**src/include/partition_id_ctrl_params.svh**
```systemverilog
`ifndef PARTITION_ID_CTRL_PARAMS_SVH
`define PARTITION_ID_CTRL_PARAMS_SVH

// System-register encoding fields of the registers of this block; only op0 and CRn are shared by every register.
`define OP0_SYSREG 2'h3
`define OP1_HYP 3'h4
`define OP1_EL3 3'h6
`define OP1_EL1 3'h0
`define OP1_ALIAS 3'h5
`define CRN_PARTITION 4'hA
`define CRM_MAP_ENTRY 4'h6
`define OP2_MAP_ENTRY_28_31 3'h7
`define CRM_MAP_VALID 4'h4
`define OP2_MAP_VALID 3'h1
`define CRM_CTRL 4'h5
`define OP2_CTRL 3'h0
`define CRM_HYP_CTRL 4'h4
`define OP2_HYP_CTRL 3'h0

// Exception levels.
`define EL0 2'h0
`define EL1 2'h1
`define EL2 2'h2
`define EL3 2'h3

// Nested save memory offsets and the trap syndrome.
`define NESTED_SAVE_MEMORY_MAP_ENTRY_28_31 12'h978
`define NESTED_SAVE_MEMORY_MAP_VALID 12'h938
`define SYNDROME_SYSREG 6'h18

// Field positions inside the 64-bit control registers.
`define BIT_PART_ENABLE 63
`define BIT_LOWER_TRAP 62
`define BIT_TRAP_KERNEL 48
`define BIT_TRAP_USER 49
`define BIT_USER_VPM 0
`define BIT_KERNEL_VPM 1
`define BIT_GUEST_LOCK 8
`define BIT_TRAP_IDENT 31

// Mapping store geometry and default identifiers.
`define VALID_BITS 32
`define ENTRY_COUNT 4
`define ENTRY_GROUP 3'h7
`define DEFAULT_PARTITION_ID 16'h0000
`define DEFAULT_PMG 8'h00

`endif

```
**src/include/partition_id_ctrl_pkg.sv**
```systemverilog
`include "partition_id_ctrl_params.svh"

package partition_id_ctrl_pkg;

  typedef enum logic [2:0] {
    SEL_NONE,
    SEL_MAP_ENTRY,
    SEL_MAP_VALID,
    SEL_EL3_CTRL,
    SEL_EL2_CTRL,
    SEL_EL1_CTRL,
    SEL_EL1_ALIAS,
    SEL_HYP_CTRL
  } reg_sel_t;

  typedef enum logic [2:0] {
    OUT_NONE,
    OUT_ACCESS,
    OUT_RAZ_WI,
    OUT_UNDEF,
    OUT_TRAP,
    OUT_NESTED_SAVE_MEMORY
  } outcome_t;

  typedef struct packed {
    logic valid;
    logic write;
    logic [1:0] el;
    logic secure;
    logic [1:0] op0;
    logic [2:0] op1;
    logic [3:0] crn;
    logic [3:0] crm;
    logic [2:0] op2;
    logic [63:0] wdata;
  } sysreg_req_t;

  typedef struct packed {
    logic part_impl;
    logic hyp_ctrl_present;
    logic have_el3;
    logic have_el2_ns;
    logic have_el2_s;
    logic secure_hyp_enable;
    logic nested_virt_ctrl;
    logic enhanced_nested_virt_ctrl;
    logic host_extension;
  } core_cfg_t;

  typedef struct packed {
    outcome_t outcome;
    logic [1:0] trap_el;
    logic [11:0] nested_save_memory_offset;
  } route_t;

  typedef struct packed {
    logic valid;
    logic hit;
    logic undef;
    logic trap;
    logic [1:0] trap_el;
    logic [5:0] syndrome;
    logic nested_save_memory;
    logic nested_save_memory_write;
    logic [11:0] nested_save_memory_offset;
    logic [63:0] rdata;
  } sysreg_resp_t;

  typedef struct packed {
    logic valid;
    logic secure;
    logic user;
    logic virt;
    logic [15:0] partition_id;
    logic [7:0] monitor_group;
  } id_req_t;

  typedef struct packed {
    logic valid;
    logic [15:0] partition_id;
    logic [7:0] monitor_group;
    logic nonsecure_id_space;
  } id_out_t;

endpackage

```
**src/rtl/map_entry_store.sv**
```systemverilog
`timescale 1ns/100ps
`include "partition_id_ctrl_params.svh"

module map_entry_store (
  // Clock
  input wire logic clock_in,
  // Write side
  input wire logic wr_entry_in,
  input wire logic wr_valid_in,
  input wire logic [63:0] wdata_in,
  // Lookup
  input wire logic [4:0] lookup_vid_in,
  // Stored words and lookup result
  output logic [63:0] entry_word_out,
  output logic [`VALID_BITS-1:0] valid_word_out,
  output logic lookup_hit_out,
  output logic [15:0] lookup_partition_id_out
);
  // Contents come out of reset unknown, so no reset is applied here.
  logic [`VALID_BITS-1:0] valid_r;
  logic [`VALID_BITS-1:0] valid_nxt;
  logic [15:0] entry_r [`ENTRY_COUNT];

  genvar g;
  generate
    for (g = 0; g < `ENTRY_COUNT; g++) begin : g_entry
      logic [15:0] entry_nxt;
      always_comb begin
        entry_nxt = wr_entry_in ? wdata_in[16*g +: 16] : entry_r[g];
      end
      always_ff @(posedge clock_in) begin
        entry_r[g] <= entry_nxt;
      end
      assign entry_word_out[16*g +: 16] = entry_r[g];
    end
  endgenerate

  always_comb begin
    valid_nxt = wr_valid_in ? wdata_in[`VALID_BITS-1:0] : valid_r;
  end

  always_ff @(posedge clock_in) begin
    valid_r <= valid_nxt;
  end

  assign valid_word_out = valid_r;
  // Entry index is the low two bits of the virtual id; only group 7 lives here.
  assign lookup_hit_out = (lookup_vid_in[4:2] == `ENTRY_GROUP) && valid_r[lookup_vid_in];
  assign lookup_partition_id_out = entry_r[lookup_vid_in[1:0]];
endmodule

```
**src/rtl/partition_id_map_valid_trap_ctrl.sv**
```systemverilog
`timescale 1ns/100ps
`include "partition_id_ctrl_params.svh"
module partition_id_map_valid_trap_ctrl (
  // Clock and reset
  input wire logic clock_in,
  input wire logic sys_rst_in,
  // System-register access from the core
  input partition_id_ctrl_pkg::sysreg_req_t req_in,
  input partition_id_ctrl_pkg::core_cfg_t cfg_in,
  output partition_id_ctrl_pkg::sysreg_resp_t resp_out,
  // Identifier generation
  input partition_id_ctrl_pkg::id_req_t id_req_in,
  output partition_id_ctrl_pkg::id_out_t id_out,
  // Control state
  output logic partition_enable_out,
  output logic lower_level_trap_out
);
  import partition_id_ctrl_pkg::*;

  reg_sel_t sel;
  route_t route;
  logic lower_trap_eff;
  logic trap_kernel_eff;
  logic [63:0] entry_word;
  logic [`VALID_BITS-1:0] valid_word;
  logic lookup_hit;
  logic [15:0] lookup_partition_id;
  logic wr_entry;
  logic wr_valid;
  logic do_write;
  logic id_el2_en;
  logic map_on;
  logic el2_any;

  logic pe_r;
  logic pe_nxt;
  logic llt_r;
  logic llt_nxt;
  logic rst_pend_r;
  logic rst_pend_nxt;
  logic tgk_r;
  logic tgk_nxt;
  logic tgu_r;
  logic tgu_nxt;
  logic tid_r;
  logic tid_nxt;
  logic gal_r;
  logic gal_nxt;
  logic kvpm_r;
  logic kvpm_nxt;
  logic uvpm_r;
  logic uvpm_nxt;
  sysreg_resp_t resp_r;
  sysreg_resp_t resp_nxt;
  id_out_t id_r;
  id_out_t id_nxt;
  logic [63:0] rdata;
  logic wr_entry_past_q;

  // Without EL3 the lower-level trap behaves as zero, but lower_level_trap_out stays one until the first clock edge after reset.
  assign lower_trap_eff = cfg_in.have_el3 && llt_r;
  assign trap_kernel_eff = tgk_r;
  assign el2_any = cfg_in.have_el2_ns || cfg_in.have_el2_s;

  sysreg_access_route u_route (
    .req_in(req_in),
    .cfg_in(cfg_in),
    .lower_trap_in(lower_trap_eff),
    .trap_kernel_in(trap_kernel_eff),
    .sel_out(sel),
    .route_out(route)
  );

  assign do_write = req_in.write && (route.outcome == OUT_ACCESS);
  assign wr_entry = do_write && (sel == SEL_MAP_ENTRY);
  assign wr_valid = do_write && (sel == SEL_MAP_VALID);

  map_entry_store u_store (
    .clock_in(clock_in),
    .wr_entry_in(wr_entry),
    .wr_valid_in(wr_valid),
    .wdata_in(req_in.wdata),
    .lookup_vid_in(id_req_in.partition_id[4:0]),
    .entry_word_out(entry_word),
    .valid_word_out(valid_word),
    .lookup_hit_out(lookup_hit),
    .lookup_partition_id_out(lookup_partition_id)
  );

  // Control register updates; the enable bit is writable only at the highest level.
  always_comb begin
    pe_nxt = pe_r;
    llt_nxt = llt_r;
    tgk_nxt = tgk_r;
    tgu_nxt = tgu_r;
    tid_nxt = tid_r;
    gal_nxt = gal_r;
    kvpm_nxt = kvpm_r;
    uvpm_nxt = uvpm_r;
    rst_pend_nxt = 1'b0;
    if (rst_pend_r && !cfg_in.have_el3) begin
      tgk_nxt = 1'b1;
      tgu_nxt = 1'b1;
      tid_nxt = 1'b1;
    end else if (do_write) begin
      if (sel == SEL_EL3_CTRL) begin
        pe_nxt = req_in.wdata[`BIT_PART_ENABLE];
        llt_nxt = req_in.wdata[`BIT_LOWER_TRAP];
      end else if (sel == SEL_EL2_CTRL) begin
        if (!cfg_in.have_el3) begin
          pe_nxt = req_in.wdata[`BIT_PART_ENABLE];
        end
        tgk_nxt = req_in.wdata[`BIT_TRAP_KERNEL];
        tgu_nxt = req_in.wdata[`BIT_TRAP_USER];
      end else if (sel == SEL_EL1_CTRL || sel == SEL_EL1_ALIAS) begin
        if (!cfg_in.have_el3 && !el2_any) begin
          pe_nxt = req_in.wdata[`BIT_PART_ENABLE];
        end
      end else if (sel == SEL_HYP_CTRL) begin
        tid_nxt = req_in.wdata[`BIT_TRAP_IDENT];
        gal_nxt = req_in.wdata[`BIT_GUEST_LOCK];
        kvpm_nxt = req_in.wdata[`BIT_KERNEL_VPM];
        uvpm_nxt = req_in.wdata[`BIT_USER_VPM];
      end
    end
  end

  always_ff @(posedge clock_in or posedge sys_rst_in) begin
    if (sys_rst_in) begin
      pe_r <= 1'b0;
      llt_r <= 1'b1;
      rst_pend_r <= 1'b1;
      gal_r <= 1'b0;
      kvpm_r <= 1'b0;
      uvpm_r <= 1'b0;
    end else begin
      pe_r <= pe_nxt;
      llt_r <= llt_nxt;
      rst_pend_r <= rst_pend_nxt;
      gal_r <= gal_nxt;
      kvpm_r <= kvpm_nxt;
      uvpm_r <= uvpm_nxt;
    end
  end

  // These bits keep their value over reset when EL3 exists, so they carry no reset.
  always_ff @(posedge clock_in) begin
    tgk_r <= tgk_nxt;
    tgu_r <= tgu_nxt;
    tid_r <= tid_nxt;
  end

  // Read data; the EL1 control register and its alias only show a copy of the enable bit.
  always_comb begin
    rdata = 64'h0000_0000_0000_0000;
    if (route.outcome == OUT_ACCESS) begin
      if (sel == SEL_MAP_ENTRY) begin
        rdata = entry_word;
      end else if (sel == SEL_MAP_VALID) begin
        rdata[`VALID_BITS-1:0] = valid_word;
      end else if (sel == SEL_EL3_CTRL) begin
        rdata[`BIT_PART_ENABLE] = pe_r;
        rdata[`BIT_LOWER_TRAP] = llt_r;
      end else if (sel == SEL_EL2_CTRL) begin
        rdata[`BIT_PART_ENABLE] = pe_r;
        rdata[`BIT_TRAP_KERNEL] = tgk_r;
        rdata[`BIT_TRAP_USER] = tgu_r;
      end else if (sel == SEL_EL1_CTRL || sel == SEL_EL1_ALIAS) begin
        rdata[`BIT_PART_ENABLE] = pe_r;
      end else if (sel == SEL_HYP_CTRL) begin
        rdata[`BIT_TRAP_IDENT] = tid_r;
        rdata[`BIT_GUEST_LOCK] = gal_r;
        rdata[`BIT_KERNEL_VPM] = kvpm_r;
        rdata[`BIT_USER_VPM] = uvpm_r;
      end
    end
  end

  always_comb begin
    resp_nxt = '0;
    resp_nxt.valid = req_in.valid;
    resp_nxt.hit = route.outcome != OUT_NONE;
    resp_nxt.undef = route.outcome == OUT_UNDEF;
    resp_nxt.trap = route.outcome == OUT_TRAP;
    resp_nxt.trap_el = route.trap_el;
    resp_nxt.syndrome = (route.outcome == OUT_TRAP) ? `SYNDROME_SYSREG : 6'h00;
    resp_nxt.nested_save_memory = route.outcome == OUT_NESTED_SAVE_MEMORY;
    resp_nxt.nested_save_memory_write = (route.outcome == OUT_NESTED_SAVE_MEMORY) && req_in.write;
    resp_nxt.nested_save_memory_offset = route.nested_save_memory_offset;
    resp_nxt.rdata = req_in.write ? 64'h0000_0000_0000_0000 : rdata;
  end

  // Identifier generation; mapping only applies where EL2 is enabled for the state.
  always_comb begin
    id_el2_en = id_req_in.secure ? (cfg_in.have_el2_s && cfg_in.secure_hyp_enable)
                                 : cfg_in.have_el2_ns;
    map_on = id_req_in.virt && id_el2_en && (id_req_in.user ? uvpm_r : kvpm_r);
    id_nxt.valid = id_req_in.valid;
    id_nxt.nonsecure_id_space = !id_req_in.secure;
    id_nxt.partition_id = `DEFAULT_PARTITION_ID;
    id_nxt.monitor_group = `DEFAULT_PMG;
    if (pe_r) begin
      id_nxt.monitor_group = id_req_in.monitor_group;
      if (!map_on) begin
        id_nxt.partition_id = id_req_in.partition_id;
      end else if (lookup_hit) begin
        id_nxt.partition_id = lookup_partition_id;
      end
    end
  end

  always_ff @(posedge clock_in or posedge sys_rst_in) begin
    if (sys_rst_in) begin
      resp_r <= '0;
      id_r <= '0;
    end else begin
      resp_r <= resp_nxt;
      id_r <= id_nxt;
    end
  end

  always_ff @(posedge clock_in or posedge sys_rst_in) begin
    if (sys_rst_in) begin
      partition_enable_out <= 1'b0;
      lower_level_trap_out <= 1'b1;
    end else begin
      partition_enable_out <= pe_nxt;
      lower_level_trap_out <= cfg_in.have_el3 && llt_nxt;
    end
  end

  assign resp_out = resp_r;
  assign id_out = id_r;

  el0_undef_a: assert property (@(posedge clock_in) disable iff (sys_rst_in)
    (req_in.valid && sel != SEL_NONE && req_in.el == `EL0) |=> resp_out.undef)
    else $error("EL0 access was not undefined.");

  nested_save_memory_redirect_a: assert property (@(posedge clock_in) disable iff (sys_rst_in)
    (req_in.valid && req_in.write && sel == SEL_MAP_ENTRY && req_in.el == `EL1
     && !req_in.secure && cfg_in.have_el2_ns && cfg_in.part_impl && cfg_in.hyp_ctrl_present
     && cfg_in.nested_virt_ctrl && cfg_in.enhanced_nested_virt_ctrl)
    |=> resp_out.nested_save_memory_write && resp_out.nested_save_memory_offset == `NESTED_SAVE_MEMORY_MAP_ENTRY_28_31)
    else $error("Nested write not redirected to save memory.");

  valid_nv_trap_a: assert property (@(posedge clock_in) disable iff (sys_rst_in)
    (req_in.valid && sel == SEL_MAP_VALID && req_in.el == `EL1 && !req_in.secure
     && cfg_in.have_el2_ns && cfg_in.part_impl && cfg_in.hyp_ctrl_present
     && cfg_in.nested_virt_ctrl && !cfg_in.enhanced_nested_virt_ctrl)
    |=> resp_out.trap && resp_out.trap_el == `EL2 && resp_out.syndrome == `SYNDROME_SYSREG)
    else $error("Valid register nested access did not trap to EL2.");

  el2_lower_trap_a: assert property (@(posedge clock_in) disable iff (sys_rst_in)
    (req_in.valid && sel == SEL_MAP_ENTRY && req_in.el == `EL2 && !req_in.secure
     && cfg_in.have_el2_ns && cfg_in.part_impl && cfg_in.hyp_ctrl_present
     && cfg_in.have_el3 && llt_r)
    |=> resp_out.trap && resp_out.trap_el == `EL3 && !wr_entry_past_q)
    else $error("EL2 entry access escaped the lower-level trap.");

  // Remembers whether the entries register was written on the previous edge.
  always_ff @(posedge clock_in or posedge sys_rst_in) begin
    if (sys_rst_in) begin
      wr_entry_past_q <= 1'b0;
    end else begin
      wr_entry_past_q <= wr_entry;
    end
  end

  reset_values_a: assert property (@(posedge clock_in)
    rst_pend_r |-> (!pe_r && llt_r && !partition_enable_out))
    else $error("Control bits wrong after reset.");

  default_ids_a: assert property (@(posedge clock_in) disable iff (sys_rst_in)
    (id_req_in.valid && !pe_r) |=> (id_out.partition_id == `DEFAULT_PARTITION_ID
     && id_out.monitor_group == `DEFAULT_PMG
     && id_out.nonsecure_id_space == !$past(id_req_in.secure)))
    else $error("Default identifiers not emitted while disabled.");

  invalid_entry_a: assert property (@(posedge clock_in) disable iff (sys_rst_in)
    (id_req_in.valid && pe_r && map_on && !lookup_hit)
    |=> id_out.partition_id == `DEFAULT_PARTITION_ID)
    else $error("Mapping entry used without its valid bit.");

  no_el3_undef_a: assert property (@(posedge clock_in) disable iff (sys_rst_in)
    (req_in.valid && sel == SEL_EL3_CTRL && cfg_in.part_impl && !cfg_in.have_el3)
    |=> resp_out.undef)
    else $error("EL3 control register reachable without EL3.");

  raz_no_el2_a: assert property (@(posedge clock_in) disable iff (sys_rst_in)
    (req_in.valid && !req_in.write && sel == SEL_MAP_VALID && req_in.el == `EL3
     && cfg_in.part_impl && cfg_in.hyp_ctrl_present && !cfg_in.have_el2_ns
     && !cfg_in.have_el2_s) |=> (!resp_out.undef && resp_out.rdata == 64'h0000_0000_0000_0000))
    else $error("Absent EL2 register did not read as zero from EL3.");

  valid_upper_zero_a: assert property (@(posedge clock_in) disable iff (sys_rst_in)
    (req_in.valid && !req_in.write && sel == SEL_MAP_VALID && route.outcome == OUT_ACCESS)
    |=> resp_out.rdata[63:32] == 32'h0000_0000)
    else $error("Reserved valid register bits did not read as zero.");

  alias_undef_a: assert property (@(posedge clock_in) disable iff (sys_rst_in)
    (req_in.valid && sel == SEL_EL1_ALIAS && req_in.el == `EL2 && cfg_in.part_impl
     && !cfg_in.host_extension) |=> resp_out.undef)
    else $error("Alias register reachable without host extension.");
endmodule

```
**src/rtl/sysreg_access_route.sv**
```systemverilog
`timescale 1ns/100ps
`include "partition_id_ctrl_params.svh"

module sysreg_access_route (
  // Access and configuration
  input partition_id_ctrl_pkg::sysreg_req_t req_in,
  input partition_id_ctrl_pkg::core_cfg_t cfg_in,
  input wire logic lower_trap_in,
  input wire logic trap_kernel_in,
  // Decode result
  output partition_id_ctrl_pkg::reg_sel_t sel_out,
  output partition_id_ctrl_pkg::route_t route_out
);
  import partition_id_ctrl_pkg::*;

  logic el2_en;
  logic no_el2;
  logic base;

  always_comb begin
    base = (req_in.op0 == `OP0_SYSREG) && (req_in.crn == `CRN_PARTITION);
    sel_out = SEL_NONE;
    if (base && req_in.op1 == `OP1_HYP && req_in.crm == `CRM_MAP_ENTRY
        && req_in.op2 == `OP2_MAP_ENTRY_28_31) begin
      sel_out = SEL_MAP_ENTRY;
    end else if (base && req_in.op1 == `OP1_HYP && req_in.crm == `CRM_MAP_VALID
        && req_in.op2 == `OP2_MAP_VALID) begin
      sel_out = SEL_MAP_VALID;
    end else if (base && req_in.op1 == `OP1_HYP && req_in.crm == `CRM_HYP_CTRL
        && req_in.op2 == `OP2_HYP_CTRL) begin
      sel_out = SEL_HYP_CTRL;
    end else if (base && req_in.crm == `CRM_CTRL && req_in.op2 == `OP2_CTRL) begin
      if (req_in.op1 == `OP1_EL3) begin
        sel_out = SEL_EL3_CTRL;
      end else if (req_in.op1 == `OP1_HYP) begin
        sel_out = SEL_EL2_CTRL;
      end else if (req_in.op1 == `OP1_EL1) begin
        sel_out = SEL_EL1_CTRL;
      end else if (req_in.op1 == `OP1_ALIAS) begin
        sel_out = SEL_EL1_ALIAS;
      end
    end
  end

  always_comb begin
    el2_en = req_in.secure ? (cfg_in.have_el2_s && cfg_in.secure_hyp_enable)
                           : cfg_in.have_el2_ns;
    no_el2 = !cfg_in.have_el2_ns && !(cfg_in.have_el2_s && cfg_in.secure_hyp_enable);
    route_out.outcome = OUT_NONE;
    route_out.trap_el = `EL0;
    route_out.nested_save_memory_offset = 12'h000;
    if (!req_in.valid || sel_out == SEL_NONE) begin
      route_out.outcome = OUT_NONE;
    end else if (!cfg_in.part_impl || ((sel_out == SEL_MAP_ENTRY || sel_out == SEL_MAP_VALID)
        && !cfg_in.hyp_ctrl_present)) begin
      route_out.outcome = OUT_UNDEF;
    end else if (req_in.el == `EL0) begin
      route_out.outcome = OUT_UNDEF;
    end else if (sel_out == SEL_EL3_CTRL) begin
      route_out.outcome = (cfg_in.have_el3 && req_in.el == `EL3) ? OUT_ACCESS : OUT_UNDEF;
    end else if (sel_out == SEL_EL1_CTRL) begin
      if (req_in.el != `EL3 && lower_trap_in) begin
        route_out.outcome = OUT_TRAP;
        route_out.trap_el = `EL3;
      end else if (req_in.el == `EL1 && trap_kernel_in && el2_en) begin
        route_out.outcome = OUT_TRAP;
        route_out.trap_el = `EL2;
      end else begin
        route_out.outcome = OUT_ACCESS;
      end
    end else if (req_in.el == `EL3) begin
      route_out.outcome = no_el2 ? OUT_RAZ_WI : OUT_ACCESS;
    end else if (no_el2) begin
      route_out.outcome = OUT_UNDEF;
    end else if (req_in.el == `EL1) begin
      if (el2_en && cfg_in.nested_virt_ctrl && cfg_in.enhanced_nested_virt_ctrl
          && (sel_out == SEL_MAP_ENTRY || sel_out == SEL_MAP_VALID)) begin
        route_out.outcome = OUT_NESTED_SAVE_MEMORY;
        route_out.nested_save_memory_offset = (sel_out == SEL_MAP_ENTRY) ? `NESTED_SAVE_MEMORY_MAP_ENTRY_28_31
                                                            : `NESTED_SAVE_MEMORY_MAP_VALID;
      end else if (el2_en && cfg_in.nested_virt_ctrl) begin
        route_out.outcome = OUT_TRAP;
        route_out.trap_el = (sel_out != SEL_MAP_VALID && lower_trap_in) ? `EL3 : `EL2;
      end else begin
        route_out.outcome = OUT_UNDEF;
      end
    end else if (!el2_en) begin
      route_out.outcome = OUT_UNDEF;
    end else if (sel_out == SEL_EL1_ALIAS && !cfg_in.host_extension) begin
      route_out.outcome = OUT_UNDEF;
    end else if (sel_out != SEL_MAP_VALID && lower_trap_in) begin
      route_out.outcome = OUT_TRAP;
      route_out.trap_el = `EL3;
    end else begin
      route_out.outcome = OUT_ACCESS;
    end
  end
endmodule

```
**config.mk**
```make
export PLATFORM = sky130hd
export DESIGN_NAME = partition_id_map_valid_trap_ctrl
export DESIGN_NICKNAME = d
export VERILOG_FILES = /design/src/include/partition_id_ctrl_pkg.sv /design/src/rtl/map_entry_store.sv /design/src/rtl/partition_id_map_valid_trap_ctrl.sv /design/src/rtl/sysreg_access_route.sv
export VERILOG_INCLUDE_DIRS = /design/src /design/src/include
export SDC_FILE = /design/constraint.sdc
export NUM_CORES = 1
export LEC_CHECK = 0
export ABC_AREA = 1
export BUFFER_PORTS_ARGS = -buffer_cell sky130_fd_sc_hd__clkbuf_2
export CAP_MARGIN = 20
export CORE_MARGIN = 2
export CORE_UTILIZATION = 42
export DETAILED_ROUTE_END_ITERATION = 6
export PLACE_DENSITY = 0.66
export SETUP_SLACK_MARGIN = 0.05
export SLEW_MARGIN = 25
export SYNTH_ARGS = -nofsm -noshare
export SYNTH_HDL_FRONTEND = slang
export SYNTH_SLANG_ARGS = --single-unit
```
**constraint.sdc**
```tcl
create_clock -name clock_in -period 7.5 [get_ports clock_in]
set_input_delay 0 -clock clock_in [delete_from_list [all_inputs] [get_ports clock_in]]
set_output_delay 0 -clock clock_in [all_outputs]
set_load 0.05 [all_outputs]
```
==> Yosys cells after proc, flatten, opt, wreduce, memory -nomap -nowiden <==
Memory sizes are Yosys's and may differ from the RTL's.
Index checks and enable logic that the tools add are counted.
{ "word_totals": {"reg_bits": 157, "inputBits": 124, "ram_bits": 64, "n_memories": 1, "output_inout_bits": 118} }
{ "memory_table": {"columns": ["memory", "words", "width", "read_ports", "rd_clocked_by_memory_dff", "wr", "line", "rtl"], "rows": [
  ["u_store.entry_r", 4, 16, 5, 0, 4, "map_entry_store.sv:22", "logic [15:0] entry_r [`ENTRY_COUNT];"]
]} }
{ "classes": {"eq_ne": 27, "n_reduce_logical": 57, "bitwise_logic": 4, "muxes": 95, "magnitude_cmp": 1} }
{ "ops": {"columns": ["op", "n"], "rows": [
  ["two-way mux 64 bit", 2],
  ["two-way mux 16 bit", 7],
  ["two-way mux 14 bit", 6],
  ["two-way mux 3 bit", 20],
  ["two-way mux 12 bit", 4],
  ["two-way mux 2 bit", 19],
  ["== test 3 bit, second input constant", 11],
  ["logical AND 1 bit", 32],
  ["two-way mux 32 bit", 1],
  ["two-way mux 1 bit", 27],
  ["two-way mux 24 bit", 1],
  ["two-way mux 22 bit", 1],
  ["two-way mux 5 bit", 4],
  ["== test 4 x 3 -> 1 bit, second input constant", 3],
  ["AND reduction 5 bit", 2],
  ["== test 3 x 1 -> 1 bit, second input constant", 3],
  ["== test 3 x 2 -> 1 bit, second input constant", 3],
  ["zero test 1 bit", 9],
  ["zero test 3 bit", 3],
  ["nonzero test 3 bit", 3],
  ["two-way mux 7 bit", 1],
  ["less-than comparator 5 x 6 -> 1 bit, second input constant", 1],
  ["two-way mux 6 bit", 1],
  ["AND reduction 6 bit", 1],
  ["11 further kinds", 19]
]} }

==> Logic depth before layout (Yosys ltp) <==
Gate-level depths: netlist of the first run.
{ "logic_depth": {"word_depth": 27, "mapped_depth": 20} }

==> Modules after synthesis <==
From an unflattened synthesis of the first run, not the netlist that was laid out.
{ "unflattened": {"cells_unflattened": 925, "area_unflattened_um2": 9327.7} }
{ "by_module_without_submodules": {"columns": ["mod", "instances", "area_per_inst_um2", "cells_per_inst", "seq_area_each_um2"], "rows": [
  ["partition_id_map_valid_trap_ctrl", 1, 4957.3, 551, 2991.6],
  ["map_entry_store", 1, 3567.2, 233, 2882.8],
  ["sysreg_access_route", 1, 803.3, 141, 0.0]
]} }

==> Worst setup path after synthesis of the first run <==
Ideal clock, no wire load.
{ "synth_timing": {"path_type": "in2reg", "from": "input port req_in[78] (netlist bit)", "to": "memory u_store.entry_r[0][0], enable pin", "arrival_time_ps": 4176, "setup_ps": 486, "path_slack_ps": 2838, "path_stages": 16, "required_ps": 7014, "path_cell_list": "nand2_1 nor2_1 nand2_2 nor2_8 nand3_2 nand2_1 nand2_1 nand2_1 nand3_2 nor3_2 nor2_2 nand2_4 nand4_4 nor2_2 inv_1 nor2_1"} }
{ "synth_lines": {"columns": ["item", "line", "rtl"], "rows": [
  ["from (decl)", "partition_id_map_valid_trap_ctrl.sv:8", "input partition_id_ctrl_pkg::sysreg_req_t req_in,"],
  ["to (decl)", "map_entry_store.sv:22", null]
]} }

==> flow_metrics.py, run 1 <==
metrics = {
    "timing": {
        "skew_ns": 0.0215,
        "post-route-min-period_ns": 3.96,
        "slew_headroom_pct": 30.7,
        "setup_tns_ns": 0,
        "worst_pin_slew_ns": 1.04,
        "grt_setup_unrepaired": "no",
        "setup_violations": 0,
        "final_hold_viol_count": 0,
        "fmax_ghz": 0.253,
        "slew_viol_final": 0,
        "fin_crit_sh_pct": 52.8,
    },
    "finish": {
        "area_delta_synth_final_pct": 35.5,
        "post-route-util_pct": 58.0,
        "drive_above_1_share_pct": 31.9,
        "final_cells": 1381,
        "num_antenna_cells": 0,
        "design_area_um2": 11700,
        "nFillCells": 1690,
        "final_nets": 1218,
    },
    "floorplanning": {
        "die-area_um2": 21800,
        "start_util_pct": 42.8,
        "rows": 52,
        "core_area_um2": 20200,
        "io_pins": 242,
        "die_y_um": 148,
        "die_w_um": 148,
    },
    "routing": {
        "routed_wl_um": 24700,
        "route.detailed.drc": 0,
        "wire_per_inst_um": 17.9,
        "drt_iter0_drc": 516,
        "detail-route-antenna-nets": 0,
        "vias": 6967,
        "vias_per_cell": 5.04,
        "drtPass1Iterations": 5,
    },
    "yosys": {
        "yosysWarnings": 0,
        "synthDistinctLibCells": 47,
        "synth_compound_area_share_pct": 9.16,
        "ys_top_cells_by_area": "edfxtp_1 33%, dfrtp_1 30%, nand2_1 5.2%, o21ai_0 2.7%, nor2_1 2.7%",
        "synth_ff_type": "dfrtp_1",
        "netlist_area_um2": 8660,
        "synthSimpleGateAreaFrac_pct": 19.5,
        "synthAdderAreaFrac_pct": 0,
        "ys_ff_latch": 206,
        "yosysTopAreaCell": "edfxtp_1",
        "syn_avg_cell_area_um2": 11.3,
        "synth_top_family_by_area": "simple AND/OR/NAND/NOR gates",
        "synthArstFlopShare_pct": 51.9,
        "yosysTopAreaCellShare_pct": 33.3,
        "synth-xor-area-share_pct": 0,
        "synth.area.mux_share_pct": 0.116,
        "synth_cells": 767,
        "synth_edf_count": 96,
        "seq_area_frac_synth_pct": 65.0,
    },
    "setup_path": {
        "max_stage_delay_ns": 0.67,
        "worstRegToRegCells": 12,
        "rr_startpoint": "llt_r",
        "path_class": "input pin to flip-flop",
        "cp-end-kind": "flip-flop",
        "timing.rr.end": "u_store.entry_r[1][4]",
        "cp_common_cell": "nor2_2",
        "crit_chain": "clkbuf_2, nor2_2, nand2_2, nor2_8, nand2_2, nand2_1, a21boi_1, dlygate4sd3_1, nand2_1, nor2_2, nand2_4, nand4_4, nor2_2, inv_1, nor2_4, buf_4",
        "critPathArrivalTime_ns": 4.10,
        "required_ns": 7.64,
        "cp-start-kind": "input pin",
        "path_delay_family": "simple AND/OR/NAND/NOR gates",
        "critical_path.slowest_cell": "buf_4",
        "crit_fanout": 64,
        "worst-path-buf-inv": 4,
        "reg2reg_slack_ns": 4.17,
    },
    "clocking": {
        "cts-root-buf": "clkbuf_16",
        "clockBufferDepth": 3,
        "clkSlewWorstSetupHoldPaths_ns": 0.06,
        "cts_tree": "built",
        "cts_buffers": 23,
        "cts_sinks": 206,
        "postCtsSetupBuffers": 0,
        "h-tree-depth": 1,
        "clock_latency_ns": 0.52,
    },
    "outcome": {
        "status": "completed",
    },
    "global_routing": {
        "grt_max_degree": 65,
        "grtUsageTotal_pct": 22.3,
        "overflow": 0,
        "grt_pass1_wl_um": 37600,
        "antenna_found_initial": 0,
        "grt_pass1_vias": 6740,
    },
    "pwr": {
        "p_per_area_nw_per_um2": 209,
        "cellLeakagePower_nw": 5.20,
        "vdd.ir_drop.worst_mv": 0.140,
    },
    "worst_hold_path": {
        "worstHoldStart": "cfg_in[4]",
        "min_path_type": "input pin to flip-flop",
        "hold_end": "partition_enable_out",
        "holdPathStages": 7,
    },
    "placed_design": {
        "hpwlAfterDp_um": 16600,
        "dpl_cell_area_um2": 9970,
        "portBuffers": 231,
        "place_inst": 1234,
        "place_congestion": 0.893,
    },
    "job": {
        "maxCapViolations": 0,
    },
}
## area by class of cell
type	instances	area [um2]	area share, %
multi-input combinational	455	2550	21.7
inverter	65	246	2.10
sequential	206	5620	47.9
clock inverter	12	80.1	0.683
clock buffer	30	632	5.39
tap	270	338	2.88
timing repair buffer	343	2260	19.3
## synth_stat cells (2+ instances only)
cell      instances
dfrtp_1         104
nand3_4           2
a21oi_1          35
nand2_1         119
a22oi_1           2
dfstp_2           3
nor3_1            6
nand2_2           5
clkbuf_1         28
a211oi_1          2
o21ai_0          47
a21oi_2          23
a221oi_1          4
o22ai_1          12
nor3_2            6
nand3_1          29
buf_6             6
buf_4            16
nor2_4            2
inv_2             4
nor2_2            5
nor3b_1          11
nand3_2           3
inv_1            61
nor2_1           62
edfxtp_1         96
nor3b_2          16
dfxtp_1           3
nand4_1          36
nand2_4           2
## registers in the layout, indices dropped and copies added (netlist names), 26 cells and up
register                count
id_out                     26
resp_out                   74
u_store.entry_r            64
u_store.valid_word_out     32
## cell usage in the layout (no fill, tap or decap), drive strengths merged, types with 2 or more instances in the layout
| master | count |
|---|---|
| clkbuf | 261 |
| nand2 | 126 |
| dlygate4sd3 | 105 |
| dfrtp | 104 |
| edfxtp | 96 |
| nor2 | 70 |
| inv | 66 |
| a21oi | 58 |
| o21ai | 48 |
| nand4 | 37 |
| nand3 | 34 |
| nor3b | 27 |
| nor3 | 13 |
| o22ai | 12 |
| conb | 11 |
| clkinv | 8 |
| buf | 7 |
| a221oi | 4 |
| clkinvlp | 3 |
| dfstp | 3 |
| dfxtp | 3 |
| a211oi | 2 |
| a22oi | 2 |
| a21boi | 2 |
## cells by family (layout without fill, tap and decap cells)
family / Yosys count / count (layout)
buffers and inverters: 116 / 450
flip-flops: 206 / 206
AND/OR/NAND/NOR: 312 / 312
other: 1 / 11
multiplexers: 1 / 1
AO/OA/AOI/OAI: 131 / 131
## worst reg2reg max path: stages, from the launching register on
cell and delay [ns]:
dfstp_2 0.37, inv_1 0.09, nor3_1 0.10, nor2_1 0.14, nand4_1 0.12, nand3_1 0.13
inv_1 0.06, nand2_2 0.12, nand4_4 0.47, nor2_2 0.42, inv_1 0.15, nor2_4 0.09
buf_4 0.67
## stage by stage
step           hold slack, ns  setup WS, ns  power (mW)
2_1_floorplan          0.0314          2.84        1.32
3_3_place_gp            0.109          3.54        1.38
3_5_place_dp            0.110          3.41        1.38
4_1_cts               0.00482          3.55        2.47
5_1_grt                0.0473          3.21        2.54
6_report               0.0166          3.54        2.45
## layer usage
layer / part of all wire [%] / vias to the layer above / global-route usage [%]
met5: 0 / - / 0
met1: 44 / 3368 / 31.5
met4: 2.1 / 0 / 5.87
met2: 47 / 292 / 36.2
li1: - / 3270 / -
met3: 7.0 / 37 / 3.77
## how the worst max path moves through the flow
stage	start	to	slack (ns)	cells after the start
3_3_place_gp	req_in[75]	u_store.entry_r[3][2]	3.54	17
6_report	req_in[75]	u_store.entry_r[1][4]	3.54	16
2_1_floorplan	req_in[78]	u_store.entry_r[0][0]	2.84	16
4_1_cts	req_in[75]	u_store.entry_r[0][2]	3.55	16
3_5_place_dp	req_in[75]	u_store.entry_r[1][11]	3.41	17
5_1_grt	req_in[75]	u_store.entry_r[0][7]	3.21	16
## repair_timing
action	CTS	global route
hold buffers	105	0
gates resized for setup	0	0
hold endpoints to repair	185	0
## power breakdown
part,switching [mW],internal [mW],leakage (nW)
Combinational,0.129,0.0822,2.56
Sequential,0.00333,1.19,2.30
Clock,0.448,0.598,0.342
Total,0.581,1.87,5.20
No activity file was read; power rests on OpenSTA's default activity.
==> run 2, diff against run 1 <==
--- a/config.mk
+++ b/config.mk
@@ -6,13 +6,13 @@
 export SDC_FILE = /design/constraint.sdc
 export NUM_CORES = 1
 export LEC_CHECK = 0
-export ABC_AREA = 1
+export ABC_AREA = 0
 export BUFFER_PORTS_ARGS = -buffer_cell sky130_fd_sc_hd__clkbuf_2
 export CAP_MARGIN = 20
 export CORE_MARGIN = 2
 export CORE_UTILIZATION = 42
 export DETAILED_ROUTE_END_ITERATION = 6
-export PLACE_DENSITY = 0.66
+export PLACE_DENSITY = 0.67
 export SETUP_SLACK_MARGIN = 0.05
 export SLEW_MARGIN = 25
 export SYNTH_ARGS = -nofsm -noshare
==> constraint.sdc (replaced) <==
create_clock -name clock_in -period 4.05 [get_ports clock_in]
set_input_delay 0 -clock clock_in [delete_from_list [all_inputs] [get_ports clock_in]]
set_output_delay 0 -clock clock_in [all_outputs]
set_load 0.05 [all_outputs]
==> flow_metrics.py, run 2 <==
metrics = {
    "yosys": {
        "syn_avg_cell_area_um2": 14.1,
        "yosysTopAreaCellShare_pct": 35.0,
        "synth_cells": 585,
        "seq_area_frac_synth_pct": 68.3,
        "post-synth-top-count-cell": "dfrtp_1",
        "ys_ff_latch": 206,
        "synth_ff_type": "dfrtp_1",
        "netlist_area_um2": 8240,
        "ys_top_cells_by_area": "edfxtp_1 35%, dfrtp_1 32%, mux4_2 4.1%, and2_1 3.1%, a22oi_1 2.7%",
        "yosysTopAreaCell": "edfxtp_1",
        "synthArstFlopShare_pct": 51.9,
        "synth_edf_count": 96,
        "synth_commonest_cells": "104 x dfrtp_1, 96 x edfxtp_1, 51 x nor2_1, 41 x and2_1, 35 x nand2_1",
        "yosysWarnings": 0,
        "synthDistinctLibCells": 69,
    },
    "finish": {
        "drive_above_1_share_pct": 35.2,
        "largest_reg_flops": 74,
        "layout_common_cells": "231 x clkbuf_2, 104 x dfrtp_1, 98 x dlygate4sd3_1",
        "final_cells": 1198,
        "mostFrequentLayoutCell": "clkbuf_2",
        "design_area_um2": 11400,
        "num_antenna_cells": 0,
        "area_delta_synth_final_pct": 38.7,
        "post-route-util_pct": 59.1,
        "nFillCells": 1559,
        "final_nets": 1040,
    },
    "timing": {
        "post-route-min-period_ns": 2.86,
        "fin_crit_sh_pct": 70.5,
        "slew_headroom_pct": 40.2,
        "setup_tns_ns": 0,
        "fin_hold_ws_ns": 0.0537,
        "grt_setup_unrepaired": "no",
        "final_hold_viol_count": 0,
        "slew_viol_final": 0,
        "skew_ns": 0.0147,
        "setup_violations": 0,
        "worst_pin_slew_ns": 0.897,
        "worst_slack_ns": 1.19,
        "fmax_ghz": 0.350,
    },
    "routing": {
        "top_layer_used": "met4",
        "met2WireLength_um": 11300,
        "wl_met3_um": 1510,
        "detail-route-antenna-nets": 0,
        "vias": 6038,
        "wl_met1_um": 9400,
        "routed_wl_um": 22800,
        "vias_per_cell": 5.04,
        "drtPass1Iterations": 4,
        "wire_per_inst_um": 19.1,
        "route.detailed.drc": 0,
        "drt_iter0_drc": 346,
    },
    "floorplanning": {
        "rows": 51,
        "die_w_um": 144,
        "die_y_um": 144,
        "start_util_pct": 42.6,
        "io_pins": 242,
        "die-area_um2": 20800,
        "core_area_um2": 19300,
    },
    "job": {
        "maxCapViolations": 0,
    },
    "clocking": {
        "postCtsSetupBuffers": 0,
        "cts-root-buf": "clkbuf_16",
        "clkSlewWorstSetupHoldPaths_ns": 0.06,
        "cts_buffers": 23,
        "h-tree-depth": 1,
        "cts_tree": "built",
        "clockBufferDepth": 3,
        "clock_latency_ns": 0.52,
        "cts_sinks": 206,
    },
    "global_routing": {
        "grt_max_degree": 68,
        "antenna_found_initial": 0,
        "grt_pass1_vias": 6177,
        "grt_pass1_wl_um": 34000,
        "overflow": 0,
        "grtUsageTotal_pct": 21.8,
    },
    "pwr": {
        "p_per_area_nw_per_um2": 402,
        "vdd.ir_drop.worst_mv": 0.331,
        "finalPower_mw": 4.59,
        "cellLeakagePower_nw": 4.97,
    },
    "placed_design": {
        "portBuffers": 231,
        "dpl_cell_area_um2": 9660,
        "pre_cts_slack_ns": 0.694,
        "hpwlAfterDp_um": 14900,
        "place_inst": 1058,
        "place_congestion": 0.865,
    },
    "setup_path": {
        "path_class": "input pin to flip-flop",
        "cp-start-kind": "input pin",
        "critical_path.slowest_cell": "or4b_4",
        "worst-path-buf-inv": 2,
        "critPathArrivalTime_ns": 3.01,
        "path_delay_family": "simple AND/OR/NAND/NOR gates",
        "rr_startpoint": "llt_r",
        "cp-end-kind": "flip-flop",
        "required_ns": 4.20,
        "crit_start": "req_in[75]",
        "crit_chain": "clkbuf_2, or4b_4, or3_1, a2111o_1, nand3_2, and2_1, o211ai_1, nor3b_4, buf_4",
        "crit_fanout": 32,
        "max_stage_delay_ns": 0.62,
    },
    "outcome": {
        "status": "completed",
    },
    "worst_hold_path": {
        "worstHoldStart": "req_in[83]",
        "min_path_type": "input pin to flip-flop",
    },
}
run 2: cell types whose count changed after synthesis, sizes merged, moves of 8 or more:
| cell | delta |
|---|---|
| nor2 | -18 |
| o22ai | -12 |
| a22oi | +28 |
| nand2 | -91 |
| nand3 | -12 |
| inv | -59 |
| a21boi | +12 |
| mux4 | +15 |
| and2 | +40 |
| nand4 | -35 |
| o21ai | -41 |
| nor3b | -26 |
| mux2 | +8 |
| a21oi | -47 |
run 2: cells by family after synthesis:
group / share of synthesized area (%)
simple gates: 13.8
buf+inv: 3.28
other cells: 0.0455
mux: 6.06
xor+xnor: 0.106
flops: 68.3
compound gates: 8.44
run 2: layer usage:
layer,global-route usage [%],vias to the layer above
met5,0,-
met4,7.79,0
met3,3.81,55
met2,37.0,255
met1,28.3,2938
li1,-,2790
run 2: timing repair:
action                                  CTS  global route
hold buffers                             98             0
endpoints found under the setup margin    0             0
hold endpoints to repair                201             0
resized for setup                         0             0
run 2: report_power, final:
| group | total (mW) | switching [mW] | internal [mW] | leakage (nW) |
|---|---|---|---|---|
| Clock | 2.11 | 0.837 | 1.28 | 0.390 |
| Sequential | 2.19 | 0.000629 | 2.19 | 2.36 |
| Combinational | 0.286 | 0.147 | 0.138 | 2.22 |
run 2: final cells by class:
class | count | area (um2) | area share (%)
timing repair buffer | 341 | 2240 | 19.6
multi-input combinational | 338 | 2420 | 21.2
sequential | 206 | 5620 | 49.2
inverter | 6 | 25.0 | 0.219
clock buffer | 31 | 656 | 5.74
tap | 265 | 332 | 2.90
clock inverter | 11 | 129 | 1.13
run 2: path summary, 6_finish.rpt:
kind	to	slack (ns)	depth (start not counted)
max	u_store.valid_word_out[1]	1.19	9
min	resp_out[76]	0.05	3
max reg2reg	u_store.valid_word_out[1]	1.38	7
min reg2reg	tgu_r	0.48	1
max in group asynchronous	llt_r	2.81	4
min in group asynchronous	resp_out[41]	0.19	3
run 2: tightest hold or removal path, cell delays in order:
cell and delay, ns:
clkbuf_2 0.10, o211ai_1 0.31, nor2_1 0.09
